[config.mk]
export PLATFORM = sky130hd
export DESIGN_NAME = eoc_interrupt_reporting
export DESIGN_NICKNAME = d
export VERILOG_FILES = /design/src/eoc_pkg.sv /design/src/eoc_interrupt_reporting.sv /design/src/fault_filter.sv
export VERILOG_INCLUDE_DIRS = /design/src
export SDC_FILE = /design/constraint.sdc
export NUM_CORES = 1
export LEC_CHECK = 0
export BUFFER_PORTS_ARGS = -buffer_cell sky130_fd_sc_hd__buf_2
export CORE_ASPECT_RATIO = 0.6
export CORE_MARGIN = 10
export CORE_UTILIZATION = 39
export CTS_CLUSTER_DIAMETER = 100
export DETAILED_ROUTE_END_ITERATION = 12
export GPL_TIMING_DRIVEN = 0
export PLACE_DENSITY = 0.61
export RECOVER_POWER = 25
export SYNTH_ARGS = -nofsm -noshare
export SYNTH_HDL_FRONTEND = slang
export SYNTH_HIERARCHICAL = 1
export SYNTH_SLANG_ARGS = --single-unit
[constraint.sdc]
create_clock -name clk_i -period 7.3 [get_ports clk_i]
set_input_delay 1.46 -clock clk_i [delete_from_list [all_inputs] [get_ports clk_i]]
set_output_delay 1.46 -clock clk_i [all_outputs]
set_load 0.005 [all_outputs]
[src/eoc_consts.svh]
`ifndef EOC_CONSTS_SVH
`define EOC_CONSTS_SVH

// Register byte offsets on the bus
`define CFG_OFS        8'h00
`define LOW_OFS        8'h04
`define HIGH_OFS       8'h08
`define STAT_OFS       8'h0C
`define MASK_OFS       8'h10
`define ALERT_OFS      8'h14
`define RES_OFS        8'h18

// Configuration register fields
`define CFG_FC_MSB     1
`define CFG_FC_LSB     0
`define CFG_POL_BIT    3
`define CFG_LATCH_BIT  4
`define CFG_FL_BIT     5
`define CFG_FH_BIT     6
`define CFG_CRF_BIT    7
`define CFG_M_MSB      10
`define CFG_M_LSB      9
`define CFG_CT_BIT     11
`define CFG_RN_MSB     15
`define CFG_RN_LSB     12

// Low limit exponent top bits and the code that selects end of conversion
`define LE_TOP_MSB     15
`define LE_TOP_LSB     14
`define EOC_CODE       2'h3

// Reset values
`define RN_RST         4'hC
`define CT_RST         1'h1
`define LATCH_RST      1'h1
`define LOW_RST        16'h0000
`define HIGH_RST       16'hBFFF
`define POL_RST        1'h0
`define FC_RST         2'h0
`define RES_RST        16'h0000

// Interrupt status and mask bits
`define IRQ_DONE       0
`define IRQ_HIGH       1
`define IRQ_LOW        2
`define IRQ_W          3

// Consecutive faults needed per fault count code
`define FC_N0          4'h1
`define FC_N1          4'h2
`define FC_N2          4'h4
`define FC_N3          4'h8

`endif

[src/eoc_pkg.sv]
package eoc_pkg;

  typedef enum logic [1:0] {
    MODE_SHUTDOWN   = 2'h0,
    MODE_SINGLE     = 2'h1,
    MODE_CONTINUOUS = 2'h2,
    MODE_CONT_ALT   = 2'h3
  } conv_mode_t;

  typedef logic [15:0] limit_t;

endpackage

[src/eoc_interrupt_reporting.sv]
`timescale 1ns/1ps
`include "eoc_consts.svh"

// Behaviour
// - Low limit exponent top bits equal 11b select end-of-conversion mode.
// - In end-of-conversion mode every finished measurement makes interrupt active.
// - Config read makes interrupt inactive in that mode; alert response does so only when latched.
// - Latched, high fault: high flag set, low kept, interrupt, ready set.
// - Latched, low fault: low flag set, high kept, interrupt, ready set.
// - Conversion without fault sets ready; it activates interrupt only in end-of-conversion mode.
// - Config read clears ready; when latched it also clears both flags and interrupt.
// - Config write to shutdown changes no flag or ready; interrupt kept unless the write turns latching off.
// - Config write, not shutdown: ready cleared, flags kept, interrupt kept unless latching turns off or mode is transparent end-of-conversion.
// - Latched, alert response deactivates interrupt, keeps flags and ready.
// - Latch select picks latched window or transparent hysteresis reporting.
// - Pin low when active with polarity 0 or inactive with polarity 1.
// - Fault reported only after 1, 2, 4 or 8 consecutive failing results, for fault count codes 0 to 3.
module eoc_interrupt_reporting
  import eoc_pkg::*;
(
  input  wire logic        clk_i,
  input  wire logic        rst_i,
  input  wire logic        ce_i,
  input  wire logic        cyc_i,
  input  wire logic        stb_i,
  input  wire logic        we_i,
  input  wire logic [7:0]  adr_i,
  input  wire logic [3:0]  sel_i,
  input  wire logic [31:0] dat_i,
  output logic      [31:0] dat_o,
  output logic             ack_o,
  input  wire logic        meas_done_i,
  input  wire limit_t      result_i,
  output logic             int_o,
  output logic             irq_o
);

  conv_mode_t conv_mode;
  logic [3:0] range_number;
  logic       conversion_time;
  logic       latch_sel;
  logic       irq_polarity;
  logic [1:0] fault_count;
  limit_t     low_limit;
  limit_t     high_limit;
  limit_t     last_result;
  logic       flag_high;
  logic       flag_low;
  logic       conv_ready;
  logic       int_active;
  logic [`IRQ_W-1:0] irq_stat;
  logic [`IRQ_W-1:0] irq_mask;

  logic        wb_req;
  logic        wr;
  logic        rd;
  logic        cfg_rd;
  logic        cfg_wr;
  logic        alert_ev;
  logic        eoc_mode;
  logic        high_trip;
  logic        low_trip;
  conv_mode_t  next_mode;
  logic        next_latch;
  logic        non_shut;
  logic        next_int_active;
  logic        next_flag_high;
  logic        next_flag_low;
  logic        next_conv_ready;
  logic [31:0] next_dat;
  logic [`IRQ_W-1:0] irq_ev;
  logic [`IRQ_W-1:0] irq_clr;

  // Bus decode; a request is taken once, in the cycle before ack
  assign wb_req   = cyc_i & stb_i & ~ack_o;
  assign wr       = wb_req & we_i;
  assign rd       = wb_req & ~we_i;
  assign cfg_rd   = rd & (adr_i == `CFG_OFS);
  assign cfg_wr   = wr & (adr_i == `CFG_OFS) & (sel_i[0] | sel_i[1]);
  assign alert_ev = wr & (adr_i == `ALERT_OFS);

  assign eoc_mode = low_limit[`LE_TOP_MSB:`LE_TOP_LSB] == `EOC_CODE;

  assign next_mode  = sel_i[1] ?
                      conv_mode_t'(dat_i[`CFG_M_MSB:`CFG_M_LSB]) : conv_mode;
  assign next_latch = sel_i[0] ? dat_i[`CFG_LATCH_BIT] : latch_sel;
  assign non_shut   = next_mode != MODE_SHUTDOWN;

  fault_filter u_filter (
    .clk_i         (clk_i),
    .rst_i         (rst_i),
    .ce_i          (ce_i),
    .meas_done_i   (meas_done_i),
    .result_i      (result_i),
    .high_limit_i  (high_limit),
    .low_limit_i   (low_limit),
    .fault_count_i (fault_count),
    .high_trip_o   (high_trip),
    .low_trip_o    (low_trip)
  );

  // Interrupt state; a conversion in the same cycle as a clear wins
  always_comb begin
    next_int_active = int_active;
    if (latch_sel) begin
      if (cfg_rd || alert_ev) begin
        next_int_active = 1'b0;
      end
      if (cfg_wr && !next_latch) begin
        next_int_active = 1'b0;
      end
    end else if (eoc_mode && (cfg_rd || (cfg_wr && non_shut))) begin
      next_int_active = 1'b0;
    end
    if (meas_done_i) begin
      if (latch_sel) begin
        if (high_trip || low_trip || eoc_mode) begin
          next_int_active = 1'b1;
        end
      end else if (high_trip) begin
        next_int_active = 1'b1;
      end else if (low_trip) begin
        // Hysteresis drops the line, unless every conversion reports
        next_int_active = eoc_mode;
      end else if (eoc_mode) begin
        next_int_active = 1'b1;
      end
    end
  end

  // Flags: latched until read, or transparent comparison state
  always_comb begin
    next_flag_high = flag_high;
    next_flag_low  = flag_low;
    if (latch_sel && cfg_rd) begin
      next_flag_high = 1'b0;
      next_flag_low  = 1'b0;
    end
    if (meas_done_i) begin
      if (latch_sel) begin
        if (high_trip) begin
          next_flag_high = 1'b1;
        end
        if (low_trip) begin
          next_flag_low = 1'b1;
        end
      end else if (high_trip) begin
        next_flag_high = 1'b1;
        next_flag_low  = 1'b0;
      end else if (low_trip) begin
        next_flag_high = 1'b0;
        next_flag_low  = 1'b1;
      end
    end
  end

  // Shutdown writes leave ready alone; other config writes and config reads clear it
  always_comb begin
    next_conv_ready = conv_ready;
    if (cfg_rd || (cfg_wr && non_shut)) begin
      next_conv_ready = 1'b0;
    end
    if (meas_done_i) begin
      next_conv_ready = 1'b1;
    end
  end

  always_ff @(posedge clk_i) begin
    if (rst_i) begin
      int_active <= 1'b0;
      flag_high  <= 1'b0;
      flag_low   <= 1'b0;
      conv_ready <= 1'b0;
    end else if (ce_i) begin
      int_active <= next_int_active;
      flag_high  <= next_flag_high;
      flag_low   <= next_flag_low;
      conv_ready <= next_conv_ready;
    end
  end

  // Pin level lags the active state by one register stage
  always_ff @(posedge clk_i) begin
    if (rst_i) begin
      int_o <= 1'b1;
    end else if (ce_i) begin
      int_o <= irq_polarity ? int_active : ~int_active;
    end
  end

  // Configuration and limit registers
  always_ff @(posedge clk_i) begin
    if (rst_i) begin
      conv_mode       <= MODE_SHUTDOWN;
      range_number    <= `RN_RST;
      conversion_time <= `CT_RST;
      latch_sel       <= `LATCH_RST;
      irq_polarity    <= `POL_RST;
      fault_count     <= `FC_RST;
    end else if (ce_i && cfg_wr) begin
      conv_mode <= next_mode;
      latch_sel <= next_latch;
      if (sel_i[0]) begin
        irq_polarity <= dat_i[`CFG_POL_BIT];
        fault_count  <= dat_i[`CFG_FC_MSB:`CFG_FC_LSB];
      end
      if (sel_i[1]) begin
        conversion_time <= dat_i[`CFG_CT_BIT];
        range_number    <= dat_i[`CFG_RN_MSB:`CFG_RN_LSB];
      end
    end
  end

  always_ff @(posedge clk_i) begin
    if (rst_i) begin
      low_limit  <= `LOW_RST;
      high_limit <= `HIGH_RST;
    end else if (ce_i && wr) begin
      if (adr_i == `LOW_OFS) begin
        if (sel_i[0]) begin
          low_limit[7:0] <= dat_i[7:0];
        end
        if (sel_i[1]) begin
          low_limit[15:8] <= dat_i[15:8];
        end
      end else if (adr_i == `HIGH_OFS) begin
        if (sel_i[0]) begin
          high_limit[7:0] <= dat_i[7:0];
        end
        if (sel_i[1]) begin
          high_limit[15:8] <= dat_i[15:8];
        end
      end
    end
  end

  always_ff @(posedge clk_i) begin
    if (rst_i) begin
      last_result <= `RES_RST;
    end else if (ce_i && meas_done_i) begin
      last_result <= result_i;
    end
  end

  // Sticky event bits, write one to clear; a new event beats the clear
  assign irq_ev[`IRQ_DONE] = meas_done_i;
  assign irq_ev[`IRQ_HIGH] = high_trip;
  assign irq_ev[`IRQ_LOW]  = low_trip;
  assign irq_clr = (wr && adr_i == `STAT_OFS && sel_i[0]) ?
                   dat_i[`IRQ_W-1:0] : '0;

  always_ff @(posedge clk_i) begin
    if (rst_i) begin
      irq_stat <= '0;
      irq_mask <= '0;
    end else if (ce_i) begin
      irq_stat <= (irq_stat & ~irq_clr) | irq_ev;
      if (wr && adr_i == `MASK_OFS && sel_i[0]) begin
        irq_mask <= dat_i[`IRQ_W-1:0];
      end
    end
  end

  always_ff @(posedge clk_i) begin
    if (rst_i) begin
      irq_o <= 1'b0;
    end else if (ce_i) begin
      irq_o <= |(irq_stat & irq_mask);
    end
  end

  // Read mux; unmapped offsets answer with zero
  always_comb begin
    next_dat = 32'h0000_0000;
    if (adr_i == `CFG_OFS) begin
      next_dat[`CFG_FC_MSB:`CFG_FC_LSB] = fault_count;
      next_dat[`CFG_POL_BIT]            = irq_polarity;
      next_dat[`CFG_LATCH_BIT]          = latch_sel;
      next_dat[`CFG_FL_BIT]             = flag_low;
      next_dat[`CFG_FH_BIT]             = flag_high;
      next_dat[`CFG_CRF_BIT]            = conv_ready;
      next_dat[`CFG_M_MSB:`CFG_M_LSB]   = conv_mode;
      next_dat[`CFG_CT_BIT]             = conversion_time;
      next_dat[`CFG_RN_MSB:`CFG_RN_LSB] = range_number;
    end else if (adr_i == `LOW_OFS) begin
      next_dat[15:0] = low_limit;
    end else if (adr_i == `HIGH_OFS) begin
      next_dat[15:0] = high_limit;
    end else if (adr_i == `STAT_OFS) begin
      next_dat[`IRQ_W-1:0] = irq_stat;
    end else if (adr_i == `MASK_OFS) begin
      next_dat[`IRQ_W-1:0] = irq_mask;
    end else if (adr_i == `RES_OFS) begin
      next_dat[15:0] = last_result;
    end
  end

  // Data is captured at the same edge that applies read side effects,
  // so a config read returns the state before it was cleared
  always_ff @(posedge clk_i) begin
    if (rst_i) begin
      ack_o <= 1'b0;
      dat_o <= 32'h0000_0000;
    end else if (ce_i) begin
      ack_o <= wb_req;
      dat_o <= rd ? next_dat : 32'h0000_0000;
    end
  end
endmodule

[src/fault_filter.sv]
`timescale 1ns/1ps
`include "eoc_consts.svh"

module fault_filter
  import eoc_pkg::*;
(
  input  wire logic       clk_i,
  input  wire logic       rst_i,
  input  wire logic       ce_i,
  input  wire logic       meas_done_i,
  input  wire limit_t     result_i,
  input  wire limit_t     high_limit_i,
  input  wire limit_t     low_limit_i,
  input  wire logic [1:0] fault_count_i,
  output logic            high_trip_o,
  output logic            low_trip_o
);

  logic [3:0] need;
  logic [1:0] fault;
  logic [1:0] trip;

  always_comb begin
    case (fault_count_i)
      2'h0:    need = `FC_N0;
      2'h1:    need = `FC_N1;
      2'h2:    need = `FC_N2;
      default: need = `FC_N3;
    endcase
  end

  assign fault[0] = result_i > high_limit_i;
  assign fault[1] = result_i < low_limit_i;

  // One counter per direction; saturates so that every further
  // failing conversion trips again
  genvar k;
  generate
    for (k = 0; k < 2; k = k + 1) begin : g_dir
      logic [3:0] cnt;
      logic [3:0] next_cnt;
      assign next_cnt = cnt + 4'h1;
      assign trip[k] = meas_done_i & fault[k] & (next_cnt >= need);
      always_ff @(posedge clk_i) begin
        if (rst_i) begin
          cnt <= 4'h0;
        end else if (ce_i && meas_done_i) begin
          if (!fault[k]) begin
            cnt <= 4'h0;
          end else if (next_cnt >= need) begin
            cnt <= need;
          end else begin
            cnt <= next_cnt;
          end
        end
      end
    end
  endgenerate

  assign high_trip_o = trip[0];
  assign low_trip_o  = trip[1];

endmodule

==> impl_metrics.yaml <==
sta:
  max-slew-margin-rel: 0.273
  hold_viol_final: 0
  setup_viol_count_final: 0
  rsz0062_at_grt: "false"
  period_minus_slack_ps: 3890
  fmax_mhz: 257
  fin_skew_ps: 16.2
  finalCritPeriodShare: 0.533
  finalSetupTns_ps: 0
  finalMaxSlewViolations: 0
  worst_slew_pin_slew_ps: 1080
critical_path:
  worst-path-buf-inv: 1
  start_kind: "input port"
  crit_top_cell: "a21oi_1"
  r2r_slack_ps: 4000
  end_kind: "flop"
  crit_start: "result_i[15]"
  reg2reg_from: "fault_count[1]"
  crit_family: "simple AND/OR/NAND/NOR gates"
  max_stage_delay_ps: 880
  path_cells: "clkbuf_1 -> ha_1 -> nand4_1 -> a2111o_1 -> and3_1 -> nor3_1 -> a21oi_1 -> nand2_1 -> a21oi_1 -> a311oi_1"
  rr_worst_depth: 11
  cp-endpoint: "int_active"
  slowest_stage: "nor3_1"
  cp.arrival_ps: 4160
  crit_cells: 10
  path_class: "input port to flop"
  crit_required_ps: 7570
  r2r-end: "int_active"
  crit_path_max_fanout: 4
floorplanning:
  die_y_um: 114
  io_pins: 102
  die_x_um: 177
  start_util: 0.399
  core_um2: 14500
  placementRows: 34
  die_area_um2: 20300
route:
  vias_per_cell: 5.74
  ant_nets: 0
  first_pass_iters: 5
  drt_iter0_markers: 777
  vias: 5843
  routed_wl_um: 20900
  routedWlPerCell_um: 20.6
  drcViolationCount: 0
global_route:
  grt_max_degree: 20
  grt_pass1_wl_um: 32300
  grt_pass1_vias: 5355
  grt_usage: 0.205
  grt.overflow.total: 0
  antenna_found_initial: 0
placed_design:
  place_congestion: 0.964
  io_buffers: 66
  dp_hpwl_um: 16600
  placed_cells: 1002
power_and_ir_drop:
  irDropWorstVdd_mv: 0.0996
  p_switching_w: 0.000332
  seqPwrFrac: 0.468
  p_per_area_nw_per_um2: 172
  switching_share: 0.289
  intPower_w: 0.000819
  p_clk_frac: 0.417
  p_leak_nw: 2.71
  comb_power_share: 0.116
final_layout:
  antenna_cells: 0
  multi_input_comb_area_um2: 3410
  final_cells: 1018
  regArea_um2: 1920
  drive_above_1_share: 0.132
  final_nets: 923
  synthToLayoutAreaGrowth_pct: 15.7
  fillers: 1494
clocking:
  htreeDepth: 3
  clock-root-buffer: "clkbuf_16"
  ctsLongestPathBuffers: 2
  cts_sinks: 96
  cts_hold_buf: 0
  cts-resized-gates: 0
  numCtsBuffers: 9
  cts_setup_buffers: 0
  insertion_delay_ps: 360
  cts_tree: "done"
  clkTransAtPathRegs_ps: 80
worst_hold_path:
  hold_path.class: "flop to flop"
yosys:
  yosys.area_share.adder: 0.0886
  ys_ff_latch: 96
  ys_warn_count: 6
  synth_edf_count: 0
  synthXorXnorAreaFrac: 0.00756
  synth-simple-area-share: 0.209
  synth-compound-area-share: 0.255
  syn_avg_cell_area_um2: 8.01
  synth.distinct_cells: 73
  syn_inst: 723
  yosysSeqAreaShare: 0.332
  synth_top_family_by_area: "compound AO/OA/AOI/OAI gates"
  synthFlopType: "dfxtp_1"
  async_flop_share: 0
  synth.cell_area_um2: 5790
  muxShareOfSynthArea: 0.0184
run:
  max-cap-violations: 0
run_status:
  outcome: "completed"
-- cell usage in the layout (no fill, tap or decap), drive strengths merged, types with 4 or more instances in the layout --
cell and instances:
a311oi 4, nand3 38, nor2 15, and3b 5
clkbuf 56, ha 41, a31oi 8, or2 4
nand4 15, o211ai 6, a211o 11, mux2i 8
conb 16, a32oi 8, dfxtp 96, nand2 79
nand2b 17, nor4 4, nor3 14, a21oi 80
and3 11, o21ai 67, inv 55, a311o 9
nor2b 10, buf 77
-- worst min path at each step --
stage                        startpoint                  endpoint  slack, ps  cells after the start
2_1_floorplan            last_result[2]            last_result[2]        430                      2
3_3_place_gp                  dat_o[13]                 dat_o[13]        440                      2
3_5_place_dp                  dat_o[12]                 dat_o[12]        440                      2
4_1_cts                       dat_o[12]                 dat_o[12]        460                      2
5_1_grt        u_filter/g_dir[0].cnt[3]  u_filter/g_dir[0].cnt[3]        490                      2
6_report                      dat_o[12]                 dat_o[12]        460                      2
-- area by class of cell --
type	instances	share of cell area
Multi-Input combinational cell	532	0.509
Inverter	52	0.0291
Sequential cell	96	0.287
Timing Repair Buffer	66	0.0460
Clock inverter	7	0.0106
Buffer	58	0.0475
Tap cell	198	0.0370
Clock buffer	9	0.0336
-- metal layers --
| layer | vias up | share of wire | global-route usage |
|---|---|---|---|
| met3 | 23 | 0.15 | 0.0754 |
| li1 | 2781 | - | - |
| met1 | 2698 | 0.48 | 0.320 |
| met2 | 341 | 0.36 | 0.252 |
| met4 | 0 | 0.013 | 0.0409 |
| met5 | - | 0 | 0 |
-- registers in the layout, indices dropped and copies added, names as in the netlist, 2 cells and up --
register / flops
low_limit: 16
irq_mask: 3
range_number: 4
last_result: 16
dat_o: 16
fault_count: 2
irq_stat: 3
high_limit: 16
conv_mode: 2
u_filter/g_dir.cnt: 8
-- cells by family (layout without fill, tap and decap cells) --
family | after synthesis | in the layout
other | 1 | 16
and+or+nand+nor | 228 | 228
muxes | 10 | 10
adders and majority gates | 41 | 41
DFF | 96 | 96
xor gates and xnor gates | 5 | 5
buffers and inverters | 110 | 192
AOI/OAI and AO/OA | 232 | 232
-- worst reg2reg max path, stage by stage (launching register included) --
cell,delay [ps]
dfxtp_1,500
nor2b_1,300
inv_1,100
ha_1,280
nand2_1,50
o21ai_1,440
nand3_1,140
nor3_1,770
a21oi_1,150
nand2_1,130
a21oi_1,70
a311oi_1,280
-- Yosys cell counts, drive strengths merged (8+ instances only) --
cell / count / area (um^2)
nor2b: 10 / 62.6
dfxtp: 96 / 1920
a32oi: 8 / 70.1
buf: 30 / 213
nor3: 14 / 86.3
mux2i: 8 / 80.1
nand4: 15 / 93.8
o21ai: 67 / 335
nand3: 38 / 190
nand2b: 17 / 114
clkbuf: 28 / 105
a211o: 11 / 96.3
inv: 51 / 191
a311o: 9 / 90.1
nand2: 79 / 299
and3: 11 / 68.8
nor2: 15 / 58.8
a21oi: 80 / 404
ha: 41 / 513
a31oi: 8 / 50.1
-- stage by stage --
step	setup WS, ps	utilization	hold WS (ps)	power (W)	area, um^2
final	3410	0.462	462	0.00115	6700
after global routing	3260	0.462	487	0.00120	6700
after CTS	3550	0.463	462	0.00115	6720
after detailed placement	3190	0.443	443	0.000679	6420
after global placement	3130	0.443	440	0.000679	6420
after floorplan	3990	-	432	0.000622	5850
-- power groups by stage --
stage	Clock, W	Sequential [W]	Combinational, W
2_1_floorplan	0	0.000548	0.0000741
3_3_place_gp	0	0.000550	0.000129
3_5_place_dp	0	0.000550	0.000129
4_1_cts	0.000485	0.000538	0.000130
5_1_grt	0.000510	0.000539	0.000146
6_report	0.000479	0.000538	0.000133
(Power assumes the default switching activity.)
